## src/logic/iee_pkg.sv

```systemverilog
// Package: constants and types of the interrupt entry and exit sequencer
package iee_pkg;
  // Vector, program counter and timing constants
  localparam int unsigned PC_WIDTH_DEF      = 12;
  localparam int unsigned NUM_SRC_DEF       = 8;
  localparam int unsigned ENTRY_CYCLES      = 4;
  localparam int unsigned JUMP_CYCLES       = 3;
  localparam int unsigned WAKE_EXTRA_CYCLES = 4;
  localparam int unsigned RETURN_CYCLES     = 4;
  localparam int unsigned PC_BYTES          = 2;
  localparam int unsigned GIE_BIT           = 7;
  localparam logic [7:0]  STATUS_RESET      = 8'h00;
  localparam logic [15:0] SP_RESET          = 16'h009F;
  localparam logic [15:0] RESET_VECTOR      = 16'h0000;
  localparam logic [15:0] INSTR_WORD_BYTES  = 16'h0002;
  // APB register byte addresses
  localparam logic [7:0] ADDR_STATUS  = 8'h00;
  localparam logic [7:0] ADDR_ENABLE  = 8'h04;
  localparam logic [7:0] ADDR_FLAG    = 8'h08;
  localparam logic [7:0] ADDR_LEVTYPE = 8'h0C;
  localparam logic [7:0] ADDR_SP      = 8'h10;
  localparam logic [7:0] ADDR_PC      = 8'h14;
  localparam logic [7:0] ADDR_STATE   = 8'h18;
  // Sequencer states
  typedef enum logic [2:0] {
    IEE_RUN,
    IEE_WAKE,
    IEE_ENTRY,
    IEE_RETURN
  } iee_state_t;
endpackage : iee_pkg

```

## src/logic/iee_core.sv

```systemverilog
// Interrupt entry and exit sequencer for a small 8-bit core
//
// Design decisions made here: register access over APB and the register offsets.
`timescale 1ns/1ps
`default_nettype none
module iee_core
#(
  parameter int unsigned PC_WIDTH = iee_pkg::PC_WIDTH_DEF,
  parameter int unsigned NUM_SRC  = iee_pkg::NUM_SRC_DEF
) (
  // Clock and reset
  input  wire logic                 pclk,
  input  wire logic                 presetn,
  // APB slave
  input  wire logic                 psel,
  input  wire logic                 penable,
  input  wire logic                 pwrite,
  input  wire logic [7:0]           paddr,
  input  wire logic [31:0]          pwdata,
  output logic      [31:0]          prdata,
  output logic                      pready,
  output logic                      pslverr,
  // Interrupt sources
  input  wire logic [NUM_SRC-1:0]   src_event,
  input  wire logic [NUM_SRC-1:0]   src_level,
  output logic      [NUM_SRC-1:0]   src_ack,
  // Pipeline side
  input  wire logic                 instr_boundary,
  input  wire logic                 instr_two_word,
  input  wire logic                 ret_instr,
  input  wire logic                 clear_global_irq_enable_instr,
  input  wire logic                 set_global_irq_enable_instr,
  input  wire logic                 core_sleeping,
  output logic                      pipe_stall,
  output logic      [PC_WIDTH-1:0]  program_counter,
  output logic                      stack_we,
  output logic      [15:0]          stack_addr,
  output logic      [7:0]           stack_wdata,
  input  wire logic [7:0]           stack_rdata,
  output logic                      global_irq_enable
);
  import iee_pkg::*;

  ////////////////////////////////////////////////////////////////////////////
  // State
  iee_state_t               state_q;
  logic [2:0]               cnt_q;
  logic [7:0]               status_flag_register_q;
  logic [NUM_SRC-1:0]       enable_q;
  logic [NUM_SRC-1:0]       flag_q;
  logic [NUM_SRC-1:0]       levtype_q;
  logic [15:0]              sp_q;
  logic [PC_WIDTH-1:0]      pc_q;
  logic [PC_WIDTH-1:0]      ret_pc_q;
  logic [$clog2(NUM_SRC)-1:0] sel_q;
  logic                     hold_one_q;

  // Bus decode
  logic apb_wr;
  assign apb_wr = psel && penable && pwrite;
  assign pready = 1'b1;

  ////////////////////////////////////////////////////////////////////////////
  // Request and arbitration
  logic [NUM_SRC-1:0]         pending;
  logic [NUM_SRC-1:0]         eligible;
  logic                       any_req;
  logic [$clog2(NUM_SRC)-1:0] winner;
  logic                       take;

  // Flag-type sources use the latch; level-type ones follow the live condition
  assign pending  = (flag_q & ~levtype_q) | (src_level & levtype_q);
  assign eligible = pending & enable_q;
  assign any_req  = |eligible;

  // Lowest index is the lowest vector and so the highest priority
  always_comb
  begin
    winner = '0;
    for (int i = NUM_SRC - 1; i >= 0; i--)
    begin
      if (eligible[i])
      begin
        winner = i[$clog2(NUM_SRC)-1:0];
      end
    end
  end

  // Taken only at a boundary, never in the cycle of a clear-enable, never
  // in the guard instruction after set-enable or after a return
  assign take = (state_q == IEE_RUN) && instr_boundary && any_req
             && status_flag_register_q[GIE_BIT]
             && !clear_global_irq_enable_instr
             && !hold_one_q;

  assign global_irq_enable = status_flag_register_q[GIE_BIT];

  ////////////////////////////////////////////////////////////////////////////
  // Sequencer, clocked straight from pclk with no divider in between
  always_ff @(posedge pclk or negedge presetn)
  begin
    if (!presetn)
    begin
      state_q <= IEE_RUN;
      cnt_q   <= '0;
      sel_q   <= '0;
    end
    else
    begin
      unique case (state_q)
        IEE_RUN:
        begin
          if (take)
          begin
            sel_q   <= winner;
            cnt_q   <= '0;
            state_q <= core_sleeping ? IEE_WAKE : IEE_ENTRY;
          end
          else if (ret_instr && instr_boundary)
          begin
            cnt_q   <= '0;
            state_q <= IEE_RETURN;
          end
        end
        IEE_WAKE:
        begin
          cnt_q <= cnt_q + 3'd1;
          if (cnt_q == 3'(WAKE_EXTRA_CYCLES - 1))
          begin
            cnt_q   <= '0;
            state_q <= IEE_ENTRY;
          end
        end
        IEE_ENTRY:
        begin
          cnt_q <= cnt_q + 3'd1;
          if (cnt_q == 3'(ENTRY_CYCLES - 1))
          begin
            state_q <= IEE_RUN;
          end
        end
        IEE_RETURN:
        begin
          cnt_q <= cnt_q + 3'd1;
          if (cnt_q == 3'(RETURN_CYCLES - 1))
          begin
            state_q <= IEE_RUN;
          end
        end
      endcase
    end
  end

  // Core is held while a sequence runs; one-cycle ALU ops need no stall
  assign pipe_stall = (state_q != IEE_RUN);

  ////////////////////////////////////////////////////////////////////////////
  // One-instruction guard after return or set-enable; armed in the last return
  // cycle so that a boundary in the very first cycle back is refused as well
  always_ff @(posedge pclk or negedge presetn)
  begin
    if (!presetn)
    begin
      hold_one_q <= 1'b0;
    end
    else
    begin
      if ((state_q == IEE_RETURN && cnt_q == 3'(RETURN_CYCLES - 1))
          || (set_global_irq_enable_instr && instr_boundary))
      begin
        hold_one_q <= 1'b1;
      end
      else if (instr_boundary && state_q == IEE_RUN)
      begin
        hold_one_q <= 1'b0;
      end
    end
  end

  ////////////////////////////////////////////////////////////////////////////
  // Status register: only the enable bit is touched by hardware
  always_ff @(posedge pclk or negedge presetn)
  begin
    if (!presetn)
    begin
      status_flag_register_q <= STATUS_RESET;
    end
    else
    begin
      if (apb_wr && paddr == ADDR_STATUS)
      begin
        status_flag_register_q <= pwdata[7:0];
      end
      if (clear_global_irq_enable_instr)
      begin
        status_flag_register_q[GIE_BIT] <= 1'b0;
      end
      else if (set_global_irq_enable_instr)
      begin
        status_flag_register_q[GIE_BIT] <= 1'b1;
      end
      if (take)
      begin
        status_flag_register_q[GIE_BIT] <= 1'b0;
      end
      else if (state_q == IEE_RETURN && cnt_q == 3'(RETURN_CYCLES - 1))
      begin
        status_flag_register_q[GIE_BIT] <= 1'b1;
      end
    end
  end

  ////////////////////////////////////////////////////////////////////////////
  // Per-source flag latch; a new event wins over a clear in the same cycle
  assign src_ack = take ? (NUM_SRC'(1) << winner) : '0;

  for (genvar g = 0; g < NUM_SRC; g++)
  begin : g_flag
    always_ff @(posedge pclk or negedge presetn)
    begin
      if (!presetn)
      begin
        flag_q[g] <= 1'b0;
      end
      else if (src_event[g])
      begin
        flag_q[g] <= 1'b1;
      end
      else if ((take && winner == g) || (apb_wr && paddr == ADDR_FLAG && pwdata[g]))
      begin
        flag_q[g] <= 1'b0;
      end
    end
  end

  // Enable and type registers
  always_ff @(posedge pclk or negedge presetn)
  begin
    if (!presetn)
    begin
      enable_q  <= '0;
      levtype_q <= '0;
    end
    else if (apb_wr && paddr == ADDR_ENABLE)
    begin
      enable_q <= pwdata[NUM_SRC-1:0];
    end
    else if (apb_wr && paddr == ADDR_LEVTYPE)
    begin
      levtype_q <= pwdata[NUM_SRC-1:0];
    end
  end

  ////////////////////////////////////////////////////////////////////////////
  // Program counter, stack pointer and stack port
  always_ff @(posedge pclk or negedge presetn)
  begin
    if (!presetn)
    begin
      pc_q     <= PC_WIDTH'(RESET_VECTOR);
      sp_q     <= SP_RESET;
      ret_pc_q <= '0;
    end
    else
    begin
      if (apb_wr && paddr == ADDR_SP)
      begin
        sp_q <= pwdata[15:0];
      end
      if (apb_wr && paddr == ADDR_PC)
      begin
        pc_q <= pwdata[PC_WIDTH-1:0];
      end
      else if (state_q == IEE_RUN && instr_boundary && !take && !ret_instr)
      begin
        pc_q <= pc_q + (instr_two_word ? PC_WIDTH'(2) : PC_WIDTH'(1));
      end
      if (state_q == IEE_ENTRY && cnt_q == 3'd0)
      begin
        sp_q <= sp_q - 16'(PC_BYTES);
      end
      if (state_q == IEE_ENTRY && cnt_q == 3'(ENTRY_CYCLES - 1))
      begin
        // One-word slot per vector holds the short jump the pipeline then runs
        pc_q <= PC_WIDTH'(sel_q) + PC_WIDTH'(1);
      end
      if (state_q == IEE_RETURN && cnt_q == 3'd0)
      begin
        sp_q <= sp_q + 16'(PC_BYTES);
      end
      if (state_q == IEE_RETURN && cnt_q == 3'd1)
      begin
        ret_pc_q <= PC_WIDTH'({stack_rdata, 8'h00});
      end
      if (state_q == IEE_RETURN && cnt_q == 3'd2)
      begin
        pc_q <= {ret_pc_q[PC_WIDTH-1:8], stack_rdata};
      end
    end
  end

  // Entry writes low then high byte; return reads high then low byte
  always_comb
  begin
    stack_we    = 1'b0;
    stack_addr  = sp_q;
    stack_wdata = 8'h00;
    if (state_q == IEE_ENTRY && cnt_q == 3'd0)
    begin
      stack_we    = 1'b1;
      stack_addr  = sp_q;
      stack_wdata = pc_q[7:0];
    end
    else if (state_q == IEE_ENTRY && cnt_q == 3'd1)
    begin
      stack_we    = 1'b1;
      stack_addr  = sp_q + 16'h0001;
      stack_wdata = 8'(pc_q >> 8);
    end
    else if (state_q == IEE_RETURN && cnt_q == 3'd1)
    begin
      stack_addr = sp_q - 16'h0001;
    end
  end
  assign program_counter = pc_q;

  ////////////////////////////////////////////////////////////////////////////
  // Read mux; unmapped addresses answer with an error
  always_comb
  begin
    prdata  = 32'h0000_0000;
    pslverr = 1'b0;
    unique case (paddr)
      ADDR_STATUS:  prdata = 32'(status_flag_register_q);
      ADDR_ENABLE:  prdata = 32'(enable_q);
      ADDR_FLAG:    prdata = 32'(flag_q);
      ADDR_LEVTYPE: prdata = 32'(levtype_q);
      ADDR_SP:      prdata = 32'(sp_q);
      ADDR_PC:      prdata = 32'(pc_q);
      ADDR_STATE:   prdata = 32'(state_q);
      default:      pslverr = psel && penable;
    endcase
  end

  ////////////////////////////////////////////////////////////////////////////
  // Checks
  property p_ack_clears_gie;
    @(posedge pclk) disable iff (!presetn)
    take |=> !status_flag_register_q[GIE_BIT];
  endproperty
  a_ack_clears_gie: assert property (p_ack_clears_gie) else $error("enable not cleared");

  property p_no_take_on_clear;
    @(posedge pclk) disable iff (!presetn)
    clear_global_irq_enable_instr |-> src_ack == '0;
  endproperty
  a_no_take_on_clear: assert property (p_no_take_on_clear) else $error("taken on clear");

  property p_entry_len;
    @(posedge pclk) disable iff (!presetn)
    (take && !core_sleeping) |=> (state_q == IEE_ENTRY) [*4] ##1 state_q == IEE_RUN;
  endproperty
  a_entry_len: assert property (p_entry_len) else $error("entry length wrong");

  property p_wake_len;
    @(posedge pclk) disable iff (!presetn)
    (take && core_sleeping) |=> (state_q == IEE_WAKE) [*4] ##1 state_q == IEE_ENTRY;
  endproperty
  a_wake_len: assert property (p_wake_len) else $error("wake length wrong");

  property p_ret_sets_gie;
    @(posedge pclk) disable iff (!presetn)
    ($rose(state_q == IEE_RETURN)) |-> ##4 status_flag_register_q[GIE_BIT];
  endproperty
  a_ret_sets_gie: assert property (p_ret_sets_gie) else $error("return left enable clear");

  property p_sp_push;
    @(posedge pclk) disable iff (!presetn)
    (state_q == IEE_ENTRY && cnt_q == 3'd0 && !apb_wr) |=> sp_q == $past(sp_q) - 16'h0002;
  endproperty
  a_sp_push: assert property (p_sp_push) else $error("push not by two");

  property p_ack_onehot;
    @(posedge pclk) disable iff (!presetn)
    (src_ack != '0) |-> $onehot0(src_ack) && global_irq_enable && instr_boundary;
  endproperty
  a_ack_onehot: assert property (p_ack_onehot) else $error("bad acknowledge");

  property p_enable_gate;
    @(posedge pclk) disable iff (!presetn)
    (src_ack != '0) |-> (src_ack & enable_q) == src_ack;
  endproperty
  a_enable_gate: assert property (p_enable_gate) else $error("disabled source taken");
endmodule : iee_core
`default_nettype wire

```

## config.mk

```make
export PLATFORM = sky130hd
export DESIGN_NAME = iee_core
export DESIGN_NICKNAME = d
export VERILOG_FILES = /design/src/logic/iee_pkg.sv /design/src/logic/iee_core.sv
export SDC_FILE = /design/constraint.sdc
export NUM_CORES = 1
export LEC_CHECK = 0
export BUFFER_PORTS_ARGS = -buffer_cell sky130_fd_sc_hd__buf_2
export CAP_MARGIN = 10
export CORE_UTILIZATION = 36
export CTS_BUF_LIST = sky130_fd_sc_hd__clkbuf_16
export DETAILED_ROUTE_END_ITERATION = 7
export PLACE_DENSITY = 0.59
export SLEW_MARGIN = 20
export SYNTH_ARGS = -nofsm -noshare
export SYNTH_HDL_FRONTEND = slang
export SYNTH_SLANG_ARGS = --single-unit
```

## constraint.sdc

```tcl
create_clock -name pclk -period 2.6 [get_ports pclk]
set_clock_uncertainty 0.1 [all_clocks]
set_input_delay 0.13 -clock pclk [delete_from_list [all_inputs] [get_ports pclk]]
set_output_delay 0.13 -clock pclk [all_outputs]
set_load 0.005 [all_outputs]
```

=== Yosys cells after proc, flatten, opt, wreduce, memory -nomap -nowiden ===
Index checks and enable logic that the tools add are counted.
W data, S select, Z words.

* Register bits: 74
* Bits in latches: 0
* Bits in writable memories: 0
* Bits in read-only memories: 0
* Output and inout port bits: 81
* Logic and storage cells: 190
* Memories kept: 0

* Add/sub/neg operators: 7
* Multiply operators: 0
* Divide/modulo/power cells: 0
* Order comparisons: 0
* Equal/unequal tests: 22
* Shift-type cells: 1
* Mux-type cells: 59
* Bitwise logic cells: 6
* Reductions and logical operators: 76

{| class="wikitable"
|+ Operators by type and width
! cell !! number
|-
| $pmux W16 S7 || 1
|-
| $mux W16 || 6
|-
| $mux W12 || 4
|-
| $mux W3 || 15
|-
| $logic_and A1 B1 Y1 || 40
|-
| $mux W1 || 25
|-
| $and A8 B8 Y8 || 3
|-
| $eq A8 B5 Y1 const B || 3
|-
| $mux W8 || 3
|-
| $eq A3 B2 Y1 const B || 6
|-
| $pmux W3 S3 || 2
|-
| $reduce_bool A2 Y1 || 9
|-
| $add A16 B1 Y16 const B || 1
|-
| $add A16 B2 Y16 const B || 1
|-
| $eq A8 B4 Y1 const B || 2
|-
| $sub A16 B1 Y16 const B || 1
|-
| $sub A16 B2 Y16 const B || 1
|-
| $add A12 B2 Y12 || 1
|-
| $eq A3 B3 Y1 const B || 4
|-
| $eq A3 B1 Y1 const B || 3
|-
| $logic_not A3 Y1 || 3
|-
| $logic_or A1 B1 Y1 || 9
|-
| $eq A8 B3 Y1 const B || 1
|-
| $logic_not A8 Y1 || 1
|-
| other kinds (20) || 26
|}

=== Depth between registers and ports, before layout ===
* Depth in word-level cells: 17
* Gate-level depth with buffers: 9
* Depth with buffers taken out: 9

=== Worst setup path after synthesis ===
No wires, ideal clock.

* Path kind: register to output
* Start: reg sp_q[1]
* End: out stack_addr[15]
* Arrival: 2176 ps
* Data required time: 2370 ps
* Setup slack: 194 ps
* Stages on the path, launching flop included: 9
* Buffers on the path: 1
* Cells stage by stage: dfstp_2 > clkbuf_1 > inv_1 > ha_1 > a21bo_2 > a211oi_1 > a21boi_1 > nand3_1 > xnor2_1

* Word-level cells in the longest chain between the ends: 4
* Elaborated cells between the ends (all ways): 5

{| class="wikitable"
|+ Ends and longest elaborated chain
! element !! line !! source
|-
| start: declaration || iee_core.sv:52 || <nowiki>logic [15:0] sp_q;</nowiki>
|-
| start signal: assignment || iee_core.sv:268 || <nowiki>sp_q <= pwdata[15:0];</nowiki>
|-
| start signal: assignment || iee_core.sv:280 || <nowiki>sp_q <= sp_q - 16'(PC_BYTES);</nowiki>
|-
| start signal: assignment || iee_core.sv:289 || <nowiki>sp_q <= sp_q + 16'(PC_BYTES);</nowiki>
|-
| $sub A16 B1 Y16 || iee_core.sv:322 || <nowiki>stack_addr = sp_q - 16'h0001;</nowiki>
|-
| $mux W16 || iee_core.sv:320 || <nowiki>else if (state_q == IEE_RETURN && cnt_q == 3'd1)</nowiki>
|-
| $mux W16 (*) || iee_core.sv:314 || <nowiki>else if (state_q == IEE_ENTRY && cnt_q == 3'd1)</nowiki>
|-
| $mux W16 (*) || iee_core.sv:308 || <nowiki>if (state_q == IEE_ENTRY && cnt_q == 3'd0)</nowiki>
|-
| end: declaration || iee_core.sv:37 || <nowiki>output logic [15:0] stack_addr,</nowiki>
|}

Mark *: on every way between the ends. The rest lies on a longest branch, timed or not.

=== Worst setup path after layout ===
* Start: reg cnt_q[1]
* End: out stack_addr[8]

* Word-level cells in the longest chain between the ends: 5
* Elaborated cells between the ends (all ways): 8

{| class="wikitable"
|+ Ends and longest elaborated chain
! element !! line !! source
|-
| start: declaration || iee_core.sv:47 || <nowiki>logic [2:0] cnt_q;</nowiki>
|-
| start signal: assignment || iee_core.sv:127 || <nowiki>cnt_q <= cnt_q + 3'd1;</nowiki>
|-
| start signal: assignment || iee_core.sv:136 || <nowiki>cnt_q <= cnt_q + 3'd1;</nowiki>
|-
| start signal: assignment || iee_core.sv:144 || <nowiki>cnt_q <= cnt_q + 3'd1;</nowiki>
|-
| $eq A3 B1 Y1 || iee_core.sv:314, iee_core.sv:320 ||
|-
| $logic_and A1 B1 Y1 || iee_core.sv:320 ||
|-
| $mux W16 || iee_core.sv:320 ||
|-
| $mux W16 || iee_core.sv:314 ||
|-
| $mux W16 (*) || iee_core.sv:308 ||
|}

Marked as above.

==> results.txt <==
The flow ran to the end, and the final reports show no timing, DRC or antenna violations. The maximum number of pins on one net before global-route repair was 74. The run gives 0.300 as the sequential-to-total area share from yosys stat. Summed over all failing endpoints, the final setup total negative slack is 0 ns.

For the final count of hold timing violations, the log shows 0. TritonCTS built the clock tree. The routed design has 21.3 mm of wire. The critical path arrival was 2.31 ns; the cell depth of the worst flop-to-flop path was 9. In the layout the commonest cells are 121 x buf_2, 81 x nand2_1, 62 x dfrtp_1. The first global-routing pass estimated 32.6 mm of wire.

The startpoint identified for the worst register-to-register timing path is cnt_q[1]. The tools report the detailed-router iteration count before antenna repair as 5. The run gives 6.54 mW as the post-layout total power.

Fill cells in the final layout number 1708. The H-tree was split into 3 levels. The number of CTS-inserted buffers is 9. The share of flip-flops with an asynchronous set or reset after synthesis was 1.00. Static timing analysis puts the maximum clock frequency at 394 MHz.

Setup repair after global routing could not meet its margin everywhere. Tracing the worst setup path back leads to its startpoint at cnt_q[1]. The run gives 0.343 as the max-slew headroom at the worst pin. The number of pins exceeding their max-slew limit in the final report is 0. After floorplanning, the core was sized to cover 0.0166 mm². Once placement finished, the instance area stood at 0.00705 mm². The initial antenna violation count is 0, and the pre-CTS setup slack is 0.112 ns. The die covers 0.0175 mm². The part of the power in the clock network was 0.197; the antenna diode count was 0.

The slowest stage of the critical path belongs to the cell dfrtp_1. End point of the worst hold path: sp_q[12]. The number of different library cells used by synthesis comes to 83.

Dividing total power by cell area gives a power density of 847 mW/mm². The path class of the lowest-slack min-delay path is in -> reg. For this run, the number of Yosys warnings is 0. The clock sink count is 73, and the via count of the first global-routing pass is 5772. Startpoint of the tightest hold check path: pwdata[12].

Port buffering added 122 buffers. The die span in x was 132 µm; the remaining antenna violation count after routing was 0. No sink is reached through more buffers than the 2 on the longest clock path.

For the pin with the worst max-slew slack, the measured transition is 0.985 ns. The capturing element type of the critical path was an output port. After synthesis the netlist holds a flip-flop and latch count of 73. The switching power summed over all nets is 2.84 mW.

In this run the static leakage power is 3.48 nW. The run gives 0 as the final setup violation count. Dividing the detail-routed wire length by the instance count gives 19.4 µm. The die is 132 µm tall. The starting density of the core is 0.368. The area of the mapped netlist is 0.00610 mm². The ratio of routed vias to standard cells works out to 5.71. The post-synthesis average cell area is 8.44 µm².

The run gives 0.490 as the combinational cell fraction of total power. The critical path class is reg -> out. The tools report the fraction of the core area covered by cells at the end of the flow as 0.466. The share of cells above drive strength 1 came out at 0.311. The layout-stage area growth over the synthesis result is 26.5%. The tools report the clock insertion delay at the later pin of the skew report as 0.35 ns. Routability-driven placement finished with a final weighted congestion of 0.920.

All-layer global routing usage: 0.243. The switching power share of the total is 0.434, and the number of ports placed on the die boundary is 156. The number of enable-type register cells in the synthesized netlist works out to 0. The most used flip-flop cell after synthesis is dfrtp_1. The logs give 47 for the total number of placement rows and 2.37 ns for the required time reported for the critical path endpoint.

Counting instances, the worst hold path has a depth of 3. The peak per-stage delay on the critical path was 0.40 ns; the area of combinational cells with multiple inputs was 0.00395 mm². Synthesis produced a netlist whose cell count is 723. The share of total power in sequential cells is 0.313, and the worst supply voltage drop on vdd is 0.399 mV.

The tool flagged a number of max-cap violations equal to 0. The leftover overflow at the end of global routing is 0. Setup slack on the worst reg-to-reg path comes out at 0.15 ns. Number of DRC markers after the initial detailed-route iteration: 556.

The launching element type of the critical path is a flip-flop. The fraction of the cycle the final worst path needs was 0.976; the number of nets in the finished design was 965. Traced cell by cell, the critical path runs through inv_2, ha_4, and4bb_2, nand4_1, o31a_1, buf_4, a21oi_4, xor2_1, buf_2.

The HPWL after detailed placement is 15.7 mm. Clock-pin slew was measured on the worst setup and hold paths at 0.06 ns. Cell internal power was estimated by the tool at 3.70 mW. The tree is rooted in a clkbuf_16. Of all nets on the critical path, the largest fanout is 5.

For the finished layout cell area, the log shows 0.00772 mm². The endpoint of the worst-slack reg-to-reg timing path is program_counter[0]. The post-route worst setup slack is 0.0630 ns, and the residual DRC count is 0.

Register area: 0.00184 mm². The post-route minimum period was 2.54 ns; the count of vias placed by the detailed router was 6284. The most common cell after layout, fill and taps aside was buf_2.
==> final cells by class <==
| class | count | area share |
|---|---|---|
| Tap cell | 220 | 0.0356 |
| Multi-Input combinational cell | 558 | 0.511 |
| Timing Repair Buffer | 195 | 0.158 |
| Sequential cell | 73 | 0.239 |
| Clock inverter | 7 | 0.00907 |
| Clock buffer | 9 | 0.0292 |
| Inverter | 38 | 0.0185 |
==> registers in the layout, indices dropped and copies added, names as in the netlist <==
name	cells
hold_one_q	1
status_flag_register_q	8
flag_q	8
ret_pc_q	4
levtype_q	8
sp_q	16
sel_q	3
cnt_q	3
enable_q	8
program_counter	12
state_q	2
==> cells by family (layout without fill, tap and decap cells) <==
group,Yosys count,in the layout,synth area share
compound gates,186,186,0.213
fa+ha+maj,15,15,0.0320
buf+inv,107,249,0.0818
flops,73,73,0.300
mux,54,54,0.107
xor+xnor,22,22,0.0316
simple gates,264,264,0.233
other cells,2,17,0.00123
==> Yosys cell counts, drive strengths merged (3+ instances only) <==
cell type | count | area [µm²]
xor2 | 9 | 78.8
or3 | 3 | 18.8
nor3 | 24 | 125
o22ai | 11 | 68.8
buf | 40 | 248
or4 | 4 | 33.8
a21o | 7 | 52.6
nand3b | 5 | 37.5
nand2b | 6 | 37.5
a31o | 7 | 61.3
a22oi | 17 | 143
a31oi | 20 | 131
a21oi | 27 | 135
a21boi | 3 | 22.5
o32ai | 3 | 26.3
and2 | 12 | 75.1
a211oi | 6 | 45.0
a222oi | 5 | 50.1
nor4 | 14 | 121
nand3 | 25 | 130
o31a | 5 | 43.8
o21ai | 35 | 175
a22o | 8 | 70.1
and4 | 5 | 43.8
o31ai | 3 | 22.5
and3 | 7 | 43.8
o21a | 5 | 37.5
nand4 | 18 | 128
nand4b | 3 | 26.3
inv | 38 | 143
nor2 | 42 | 158
nand2 | 81 | 304
mux2 | 41 | 462
mux2i | 8 | 80.1
xnor2 | 13 | 114
ha | 14 | 175
clkbuf | 29 | 109
mux4 | 5 | 113
dfrtp | 67 | 1680
dfstp | 6 | 158
==> worst max-delay path by stage <==
| stage | to | slack (ns) |
|---|---|---|
| finish | stack_addr[8] | 0.06 |
| detailed placement | program_counter[10] | 0.11 |
| floorplan | stack_addr[15] | 0.19 |
| global placement | program_counter[10] | 0.16 |
| CTS | stack_addr[12] | -0.007 |
| global route | stack_addr[8] | -0.02 |
==> timing repair <==
item,in CTS,in global routing
hold endpoints to repair,82,0
resized for setup,9,26
endpoints found under the setup margin,10,15
hold buffers,17,0
buffers inserted,0,11
pin swaps,1,5
==> power groups by stage <==
stage	combinational [mW]	clock, mW	sequential (mW)
finish	3.20	1.29	2.05
global route	3.49	1.35	2.10
CTS	2.98	1.30	2.04
detailed placement	2.93	0	2.05
global placement	2.90	0	2.04
floorplan	2.07	0	1.73
==> critical path, delay by kind of cell (launching register included) <==
kind / cells / cell delay (ns)
compound gates: 2 / 0.46
flops: 1 / 0.40
buf+inv: 3 / 0.40
simple gates: 2 / 0.40
fa+ha+maj: 1 / 0.15
xor+xnor: 1 / 0.15
==> layer usage <==
layer / GRT usage / up-vias / part of all wire
met2: 0.388 / 240 / 0.47
li1: - / 2951 / -
met5: 0 / - / 0
met4: 0.0945 / 0 / 0.027
met1: 0.324 / 3055 / 0.44
met3: 0.0481 / 38 / 0.062
==> metrics by stage <==
stage	hold WS, ns	instances
global route	0.0450	1100
CTS	0.0172	1089
floorplan	-0.266	738
finish	0.0166	1100
detailed placement	0.226	1056
global placement	0.220	1056
Power figures use the tool's default switching activity.
